==> src/shared/function_box_params.svh <==
// Constants for the 24-bit function box: widths, unit sizes, bit positions.
// Assumes inclusion by bare name from package and design files.
`ifndef FUNCTION_BOX_PARAMS_SVH
`define FUNCTION_BOX_PARAMS_SVH
`define FB_DATA_W 24
`define FB_LEN_W 5
`define FB_UNIT_W 4
`define FB_DIGITS 6
`define FB_GROUP_W 4
`define FB_CTRL_W 8
`define FB_CTRL_CARRY_BIT 7
`define FB_CTRL_UNIT_LO 5
`define FB_CTRL_LEN_LO 0
`define FB_BCD_ONE 4'h9
`define FB_PORT_MISSING_BIT 3
`define FB_PORT_INTR_BIT 1
`define FB_PANEL_TIMER_BIT 2
`define FB_PANEL_SERVICE_BIT 1
`define FB_PANEL_INTR_BIT 0
`define FB_MEM_READ_ERR_BIT 3
`define FB_MEM_WRITE_OOB_BIT 0
`endif

==> src/shared/function_box_pkg.sv <==
// Types shared by the function box design files.
// Assumes function_box_params.svh on the include path.
`include "function_box_params.svh"
package function_box_pkg;
    typedef logic [`FB_DATA_W-1:0] word_t;
    typedef logic [`FB_LEN_W-1:0] len_t;
    typedef logic [`FB_GROUP_W-1:0] group_t;
    typedef logic [`FB_CTRL_W-1:0] ctrl_t;
    typedef enum logic [1:0] {
        UNIT_BIN = 2'b00,
        UNIT_DEC = 2'b01,
        UNIT_BIN_ALT = 2'b10,
        UNIT_DEC_ALT = 2'b11
    } unit_mode_t;
endpackage

==> src/core/function_box.sv <==
// 24-bit function box: arithmetic and logical results plus condition groups.
// Assumes operands, carry flag and control fields are registered upstream.
`timescale 1ns/100ps
`include "function_box_params.svh"
module function_box
    import function_box_pkg::*;
#(
    parameter int WIDTH = `FB_DATA_W,
    parameter int LW = `FB_LEN_W
) (
    input wire logic mclk,
    input wire logic arst_n,
    input function_box_pkg::word_t first_operand,
    input function_box_pkg::word_t second_operand,
    input wire logic carry_flag,
    input function_box_pkg::unit_mode_t unit_mode,
    input function_box_pkg::len_t operand_length,
    input function_box_pkg::group_t port_condition_lines,
    input function_box_pkg::group_t panel_request_flags,
    input function_box_pkg::group_t memory_fault_flags,
    output function_box_pkg::word_t sum_result,
    output function_box_pkg::word_t subtract_result,
    output function_box_pkg::word_t and_result,
    output function_box_pkg::word_t or_result,
    output function_box_pkg::word_t xor_result,
    output function_box_pkg::word_t first_operand_complement,
    output function_box_pkg::word_t second_operand_complement,
    output function_box_pkg::word_t first_operand_masked,
    output function_box_pkg::word_t second_operand_masked,
    output function_box_pkg::group_t binary_condition_group,
    output function_box_pkg::group_t relational_condition_group,
    output function_box_pkg::group_t operand_state_group,
    output function_box_pkg::ctrl_t carry_length_control_group
);
    import function_box_pkg::*;

    // Clock and reset are accepted for uniformity; nothing is stored
    wire logic clock_unused;
    assign clock_unused = mclk & arst_n;

    wire logic unit_select_bit;
    wire logic [WIDTH-1:0] len_mask;
    wire logic [WIDTH-1:0] add_raw;
    wire logic [WIDTH-1:0] sub_raw;
    wire logic [WIDTH:0] add_prefix;
    wire logic carry_out_level;
    wire logic borrow_out_level;
    wire logic first_least_unit_one;
    wire logic second_least_unit_one;
    wire logic length_selected_bit;
    wire logic summary_interrupt;
    wire logic equal_flag;
    wire logic less_flag;
    wire logic greater_flag;

    // Only the low control bit selects the unit: 10 and 11 alias 00 and 01
    assign unit_select_bit = unit_mode[0];

    length_mask #(
        .WIDTH(WIDTH),
        .LW(LW)
    ) u_mask (
        .length(operand_length),
        .mask(len_mask)
    );

    // Decimal path works on six digits; bad digit codes are undefined
    unit_adder #(
        .WIDTH(WIDTH),
        .DIGITS(`FB_DIGITS)
    ) u_add (
        .a(first_operand),
        .b(second_operand),
        .cin(carry_flag),
        .subtract(1'b0),
        .decimal(unit_select_bit),
        .result(add_raw),
        .carries()
    );

    // Ten's complement falls out of the nine's complement adder
    unit_adder #(
        .WIDTH(WIDTH),
        .DIGITS(`FB_DIGITS)
    ) u_sub (
        .a(first_operand),
        .b(second_operand),
        .cin(carry_flag),
        .subtract(1'b1),
        .decimal(unit_select_bit),
        .result(sub_raw),
        .carries()
    );

    // Zeroed above the length; lengths past 24 stay unmasked
    assign sum_result = add_raw & len_mask;
    assign subtract_result = sub_raw & len_mask;

    // Carry-out: the carry leaving bit (length-1) of the full sum. A prefix
    // sum per length keeps decimal and binary alike without a second adder.
    genvar p;
    generate
        for (p = 0; p <= WIDTH; p++) begin : g_pref
            if (p == 0) begin : g_zero
                assign add_prefix[p] = carry_flag;
            end else if (p % 4 == 0) begin : g_digit
                wire logic [p:0] bin_part;
                wire logic [WIDTH-1:0] km;
                assign bin_part = {1'b0, first_operand[p-1:0]}
                    + {1'b0, second_operand[p-1:0]} + (p+1)'(carry_flag);
                assign km = {{(WIDTH-p){1'b0}}, {p{1'b1}}};
                // Decimal digit carry: does the kept sum overflow p/4 digits
                assign add_prefix[p] = unit_select_bit
                    ? dec_carry(first_operand & km, second_operand & km,
                                carry_flag, p / 4)
                    : bin_part[p];
            end else begin : g_bin
                wire logic [p:0] bin_part;
                assign bin_part = {1'b0, first_operand[p-1:0]}
                    + {1'b0, second_operand[p-1:0]} + (p+1)'(carry_flag);
                assign add_prefix[p] = bin_part[p];
            end
        end
    endgenerate

    function automatic logic dec_carry(input word_t a, input word_t b,
                                       input logic cin, input int n);
        logic c;
        logic [4:0] s;
        c = cin;
        for (int i = 0; i < `FB_DIGITS; i++) begin
            if (i < n) begin
                s = {1'b0, a[i*4 +: 4]} + {1'b0, b[i*4 +: 4]} + 5'(c);
                c = s > 5'h09;
            end
        end
        return c;
    endfunction

    // Length 0 passes the carry flag; 1 uses the rightmost position
    assign carry_out_level = (32'(operand_length) <= WIDTH)
        ? add_prefix[operand_length] : 1'b0;

    // Static full-width compare, independent of length and mode
    assign equal_flag = first_operand == second_operand;
    assign less_flag = first_operand < second_operand;
    assign greater_flag = first_operand > second_operand;
    assign borrow_out_level = less_flag | (equal_flag & carry_flag);

    assign and_result = first_operand & second_operand & len_mask;
    assign or_result = (first_operand | second_operand) & len_mask;
    assign xor_result = (first_operand ^ second_operand) & len_mask;
    assign first_operand_complement = ~first_operand & len_mask;
    assign second_operand_complement = ~second_operand & len_mask;
    assign first_operand_masked = first_operand & len_mask;
    assign second_operand_masked = second_operand & len_mask;

    // Least unit is one bit in binary mode, a whole digit in decimal mode
    assign second_least_unit_one = unit_select_bit
        ? (second_operand[3:0] == `FB_BCD_ONE)
        : second_operand[0];
    assign first_least_unit_one = unit_select_bit
        ? (first_operand[3:0] == `FB_BCD_ONE)
        : first_operand[0];

    // Length 1 is the rightmost bit; 0 and out-of-range read zero
    assign length_selected_bit = (operand_length != '0)
        && (32'(operand_length) <= WIDTH)
        && first_operand[5'(operand_length - 5'h01)];

    // Hazard: these flags are sampled raw; a clear that lands between the
    // flag source and a test is the caller's concern, not the box's.
    assign summary_interrupt =
        port_condition_lines[`FB_PORT_MISSING_BIT]
        | port_condition_lines[`FB_PORT_INTR_BIT]
        | panel_request_flags[`FB_PANEL_TIMER_BIT]
        | panel_request_flags[`FB_PANEL_SERVICE_BIT]
        | panel_request_flags[`FB_PANEL_INTR_BIT]
        | memory_fault_flags[`FB_MEM_READ_ERR_BIT]
        | memory_fault_flags[`FB_MEM_WRITE_OOB_BIT];

    assign binary_condition_group = {second_least_unit_one, carry_flag,
        borrow_out_level, carry_out_level};
    assign relational_condition_group = {length_selected_bit, equal_flag,
        less_flag, greater_flag};
    assign operand_state_group = {first_least_unit_one, summary_interrupt,
        second_operand != '0, first_operand != '0};

    // Control group readback: carry flag on top, unit code, then length
    assign carry_length_control_group = {carry_flag, unit_mode,
        operand_length};
endmodule

==> src/core/length_mask.sv <==
// Builds the low-order keep mask for an operand length.
// Assumes length in 0..24; larger lengths give all ones (undefined).
`timescale 1ns/100ps
module length_mask #(
    parameter int WIDTH = 24,
    parameter int LW = 5
) (
    input wire logic [LW-1:0] length,
    output logic [WIDTH-1:0] mask
);
    genvar i;
    generate
        for (i = 0; i < WIDTH; i++) begin : g_bit
            assign mask[i] = (32'(length) > i);
        end
    endgenerate
endmodule

==> src/core/unit_adder.sv <==
// Adds or subtracts 24-bit words in 1-bit or 4-bit decimal units.
// Assumes valid decimal digits in decimal mode; others are undefined.
`timescale 1ns/100ps
`include "function_box_params.svh"
module unit_adder #(
    parameter int WIDTH = 24,
    parameter int DIGITS = 6
) (
    input wire logic [WIDTH-1:0] a,
    input wire logic [WIDTH-1:0] b,
    input wire logic cin,
    input wire logic subtract,
    input wire logic decimal,
    output logic [WIDTH-1:0] result,
    output logic [WIDTH:0] carries
);
    // carries[k] is the carry into bit k; subtraction uses inverted borrows
    logic [WIDTH-1:0] b_eff;
    logic [DIGITS:0] dcy;
    logic [WIDTH-1:0] dec_res;
    logic [WIDTH:0] bin_sum;
    // Nine's complement per digit turns decimal subtract into an add
    assign b_eff = subtract ? ~b : b;
    assign bin_sum = {1'b0, a} + {1'b0, b_eff} + (WIDTH+1)'(subtract ^ cin);
    assign dcy[0] = subtract ^ cin;
    genvar d;
    generate
        for (d = 0; d < DIGITS; d++) begin : g_digit
            logic [3:0] bd;
            logic [4:0] raw;
            logic fix;
            assign bd = subtract ? (`FB_BCD_ONE - b[d*4 +: 4]) : b[d*4 +: 4];
            assign raw = {1'b0, a[d*4 +: 4]} + {1'b0, bd} + 5'(dcy[d]);
            assign fix = raw > 5'h09;
            assign dcy[d+1] = fix;
            assign dec_res[d*4 +: 4] = fix ? 4'(raw + 5'h06) : raw[3:0];
        end
    endgenerate
    genvar k;
    generate
        for (k = 0; k <= WIDTH; k++) begin : g_cy
            if (k == WIDTH) begin : g_top
                assign carries[k] = decimal ? dcy[DIGITS] : bin_sum[WIDTH];
            end else if (k % 4 == 0) begin : g_dig
                assign carries[k] = decimal ? dcy[k/4]
                    : (a[k] ^ b_eff[k] ^ bin_sum[k]);
            end else begin : g_mid
                // Inside a digit the decimal carry is not defined
                assign carries[k] = a[k] ^ b_eff[k] ^ bin_sum[k];
            end
        end
    endgenerate
    assign result = decimal ? dec_res : bin_sum[WIDTH-1:0];
endmodule

==> config.mk <==
export PLATFORM = sky130hd
export DESIGN_NAME = function_box
export DESIGN_NICKNAME = d
export VERILOG_FILES = /design/src/shared/function_box_pkg.sv /design/src/core/function_box.sv /design/src/core/length_mask.sv /design/src/core/unit_adder.sv
export VERILOG_INCLUDE_DIRS = /design/src /design/src/shared
export SDC_FILE = /design/constraint.sdc
export NUM_CORES = 1
export LEC_CHECK = 0
export ABC_CLOCK_PERIOD_IN_PS = 11450
export BUFFER_PORTS_ARGS = -buffer_cell sky130_fd_sc_hd__buf_2
export CORE_MARGIN = 5
export CORE_UTILIZATION = 40
export DETAILED_ROUTE_END_ITERATION = 6
export GPL_TIMING_DRIVEN = 0
export PLACE_DENSITY_LB_ADDON = 0.12
export SETUP_SLACK_MARGIN = 0.15
export SYNTH_ARGS = -nofsm -noshare
export SYNTH_HDL_FRONTEND = slang
export SYNTH_HIERARCHICAL = 1
export SYNTH_SLANG_ARGS = --single-unit
==> constraint.sdc <==
create_clock -name vclk -period 11.45
set_clock_uncertainty 0.15 [all_clocks]
set_input_delay 0.5725 -clock vclk [all_inputs]
set_output_delay 0.5725 -clock vclk [all_outputs]
set_load 0.01 [all_outputs]
==> impl_metrics.py, run 1 <==
metrics = {
    "run_status": {
        "status": "finished with violations",
        "violations": "negative setup slack",
    },
    "layout": {
        "num-nets-final": 2353,
        "fin_area_sq_mm": 0.0153,
        "post-route-util_pct": 50.3,
        "seq_area_sq_um": 0,
        "clock_buffers": 0,
        "instances_no_fill": 2449,
        "multiInputGateArea_sq_mm": 0.0117,
        "syn2layout_area_growth_pct": 24.7,
        "drive_gt1_share_pct": 28.3,
        "seq_cells": 0,
        "diodes": 0,
        "fillers": 3147,
    },
    "flow_run": {
        "cap_violations": 0,
    },
    "placed_design": {
        "place_hpwl_um": 40300,
        "place_congestion": 0.953,
        "io_buffer_count": 298,
        "placed_cells": 2394,
        "dpl-instance-area_sq_mm": 0.0143,
    },
    "worst_hold_path": {
        "holdCritPathClass": "in2out",
        "hold_depth": 2,
    },
    "worst_setup_path": {
        "worstSetupPathType": "in2out",
        "critical_path_depth": 51,
        "worstPathRequired_ps": 10730,
        "slowest_stage": "fa_2",
        "crit_path_frequent_cell": "fa_2",
        "path_buf_inv": 13,
        "critPathTopFamily": "adder cells",
        "start_kind": "input port",
        "worstPathArrival_ps": 11010,
        "slowest_delay_ps": 580,
        "crit_path_max_fanout": 4,
        "end_kind": "output port",
    },
    "logic_synthesis": {
        "yosys_warnings": 6,
        "postSynthCellCount": 1700,
        "syn-num-nets": 1998,
        "synth_area_sq_mm": 0.0123,
        "syn_avg_cell_area_sq_um": 7.22,
    },
    "floorplan": {
        "rows": 64,
        "fp.dieH_um": 185,
        "die_w_um": 185,
        "initial_utilization_pct": 40.4,
        "die-area_sq_mm": 0.0343,
        "coreArea_sq_mm": 0.0304,
        "ios": 306,
    },
    "route": {
        "drc": 0,
        "routed_wl_um": 51700,
        "wire_per_inst_um": 21.1,
        "ant_nets": 0,
        "drt_iter0_drc": 1033,
        "via_count": 13800,
        "vias_per_cell": 5.62,
        "drtPass1Iterations": 6,
    },
    "global_routing": {
        "grt_max_degree": 15,
        "antenna_found_initial": 1,
        "grt_pass1_wl_um": 76200,
        "gr-total-overflow": 0,
        "grt_usage_pct": 28.2,
        "grt_pass1_vias": 12900,
    },
    "clock_tree": {
        "cts_hold_buf": 0,
    },
    "power_and_ir_drop": {
        "power_density_mw_per_mm2": 97.4,
        "ir_worst_vdd_uv": 61.2,
        "leakagePower_nw": 7.60,
    },
    "timing": {
        "min_period_ps": 11730,
        "worst_pin_slew_ps": 1170,
        "setup_viol": 5,
        "period_share_pct": 102,
        "setup_ws_ps": -280,
        "hold_viol_final": 0,
        "drv_slew": 0,
        "relSlewSlack_pct": 21.8,
        "fmax_mhz": 85.2,
        "rsz0062_at_grt": "true",
    },
}
## placed cells by master, fill, tap and decap left out, types with 14 or more instances in the layout
cell type / n
buf_2: 303
nor2_1: 90
o21a_1: 15
nand2_1: 122
xor2_1: 65
nand3_1: 18
nand4_1: 14
inv_2: 23
and2_1: 149
o21bai_1: 14
a21o_1: 46
nor2b_1: 89
xnor2_1: 51
o211ai_1: 20
fa_1: 14
a211oi_1: 16
mux2i_1: 23
clkbuf_1: 18
nor4_1: 19
a21oi_1: 120
buf_4: 79
inv_1: 143
nand2b_1: 24
fa_2: 24
o21ai_0: 72
buf_6: 14
nor3_1: 20
ha_1: 170
## layer usage
| metal | GRT usage [%] | wire [um] | vias up |
|---|---|---|---|
| met5 | 0 | 0 | - |
| met1 | 39.7 | 23600 | 6572 |
| met4 | 5.26 | 1200 | 0 |
| met3 | 2.55 | 3350 | 65 |
| met2 | 47.3 | 23600 | 572 |
| li1 | - | - | 6552 |
## stage by stage
stage / TNS, ps / setup slack [ps] / hold WS (ps) / total power [mW]
after floorplan: 0 / 83.4 / 1040 / 0.877
after global placement: -5940 / -1180 / 1180 / 1.22
after detailed placement: -6960 / -1260 / 1180 / 1.23
after CTS: -708 / -215 / 1180 / 1.33
after global routing: -3220 / -675 / 1200 / 1.62
final: -806 / -280 / 1180 / 1.49
## path summary, 6_finish.rpt
kind                              start                       endpoint
worst min-delay path       unit_mode[1]  carry_length_control_group[6]
worst max-delay path  second_operand[0]                 sum_result[21]
## cell type report
type	count	share of cell area, %
timing repair buffer	353	12.8
multi-input combinational	1452	76.3
buffer	78	3.48
inverter	170	4.20
tap	396	3.24
## report_power, final
| part | internal, mW | switching, mW |
|---|---|---|
| clock network | 0 | 0 |
| logic | 0.676 | 0.816 |
| registers | 0 | 0 |
## repair_timing
item	CTS	global route
endpoints found under the setup margin	8	6
pin swaps	33	42
resized for setup	52	76
buffers inserted	28	27
endpoints found under the hold margin	0	0
Note: power is estimated with default switching activity, not from simulation.
==> run 2, diff against run 1 <==
CORE_ASPECT_RATIO = 1.75   (was unset)
==> impl_metrics.py, run 2 (synthesized netlist as in run 1, its figures left out) <==
metrics = {
    "layout": {
        "multiInputGateArea_sq_mm": 0.0117,
        "fillers": 3135,
        "seq_area_sq_um": 0,
        "num-nets-final": 2351,
        "fin_area_sq_mm": 0.0153,
        "final_cell_mix": "buf_2, ha_1, and2_1",
        "clock_buffers": 0,
        "seq_cells": 0,
        "drive_gt1_share_pct": 27.8,
        "mostFrequentLayoutCell": "buf_2",
        "syn2layout_area_growth_pct": 24.2,
    },
    "timing": {
        "worst_pin_slew_ps": 1420,
        "drv_slew": 0,
        "fmax_mhz": 83.9,
        "setup_ws_ps": -467,
        "relSlewSlack_pct": 5.61,
        "hold_slack_ps": 1180,
        "period_share_pct": 104,
        "min_period_ps": 11920,
        "setup_viol": 3,
        "hold_viol_final": 0,
        "rsz0062_at_grt": "true",
    },
    "worst_setup_path": {
        "start_kind": "input port",
        "end_kind": "output port",
        "slowest_stage": "fa_2",
        "crit_path_max_fanout": 4,
        "worstPathRequired_ps": 10730,
        "worstSetupPathType": "in2out",
        "slowest_delay_ps": 480,
        "crit_path_frequent_cell": "fa_2",
        "worstPathArrival_ps": 11190,
    },
    "global_routing": {
        "grt_pass1_wl_um": 77900,
        "grt_max_degree": 15,
        "grt_pass1_vias": 13700,
        "antenna_found_initial": 1,
        "grt_usage_pct": 28.5,
        "gr-total-overflow": 0,
    },
    "placed_design": {
        "place_congestion": 0.958,
        "io_buffer_count": 298,
        "dpl-instance-area_sq_mm": 0.0143,
        "place_hpwl_um": 41500,
        "pre_cts_ws_ps": -1410,
    },
    "run_status": {
        "violations": "negative setup slack",
        "status": "finished with violations",
    },
    "route": {
        "vias_per_cell": 5.63,
        "ant_nets": 0,
        "via_count": 13800,
        "drt_iter0_drc": 890,
        "drc": 0,
        "wire_per_inst_um": 21.3,
        "drtPass1Iterations": 6,
        "routed_wl_um": 52100,
    },
    "floorplan": {
        "ios": 306,
        "die_w_um": 142,
        "coreArea_sq_mm": 0.0305,
        "fp.dieH_um": 242,
        "rows": 85,
        "die-area_sq_mm": 0.0344,
        "initial_utilization_pct": 40.2,
    },
    "clock_tree": {
        "cts_hold_buf": 0,
    },
    "flow_run": {
        "cap_violations": 0,
    },
    "worst_hold_path": {
        "hold_depth": 2,
        "holdCritPathClass": "in2out",
    },
}
run 2: worst paths after layout:
path  slack (ps)               from                            end
max         -470  second_operand[0]                 sum_result[23]
min         1180       unit_mode[1]  carry_length_control_group[6]
run 2: metrics by stage:
stage / std cells / setup TNS (ps) / util (%)
after global placement: 2389 / -5940 / 47.0
after detailed placement: 2389 / -7350 / 47.0
after global routing: 2443 / -2970 / 50.0
after CTS: 2418 / -826 / 48.7
final: 2445 / -1360 / 50.0
after floorplan: 1700 / 0 / -
run 2: routing by layer:
metal	wire (um)	vias up	global-route usage, %	share of wire [%]
met1	19900	6483	32.8	38
met4	2560	0	11.4	4.9
met2	26600	582	53.4	51
met3	3020	128	1.78	5.8
met5	0	-	0	0
li1	-	6561	-	-
run 2: worst max-delay path, delay by kind of cell:
family	cells	cell delay, ps
buffers and inverters	15	1200
and+or+nand+nor	2	220
adders and majority gates	18	5620
xor gates and xnor gates	4	540
AOI/OAI and AO/OA	14	3000
run 2: timing repair:
action	in CTS	in global routing
cloned	0	0
gates resized for setup	69	40
pin swaps	46	22
setup endpoints to repair	8	7
setup buffers	29	24
run 2: area by class of cell:
class                           count  share of cell area, %
Tap cell                          391                   3.21
Multi-Input combinational cell   1452                   76.4
Buffer                             78                   3.49
Timing Repair Buffer              351                   12.7
Antenna cell                        3                 0.0492
Inverter                          170                   4.20
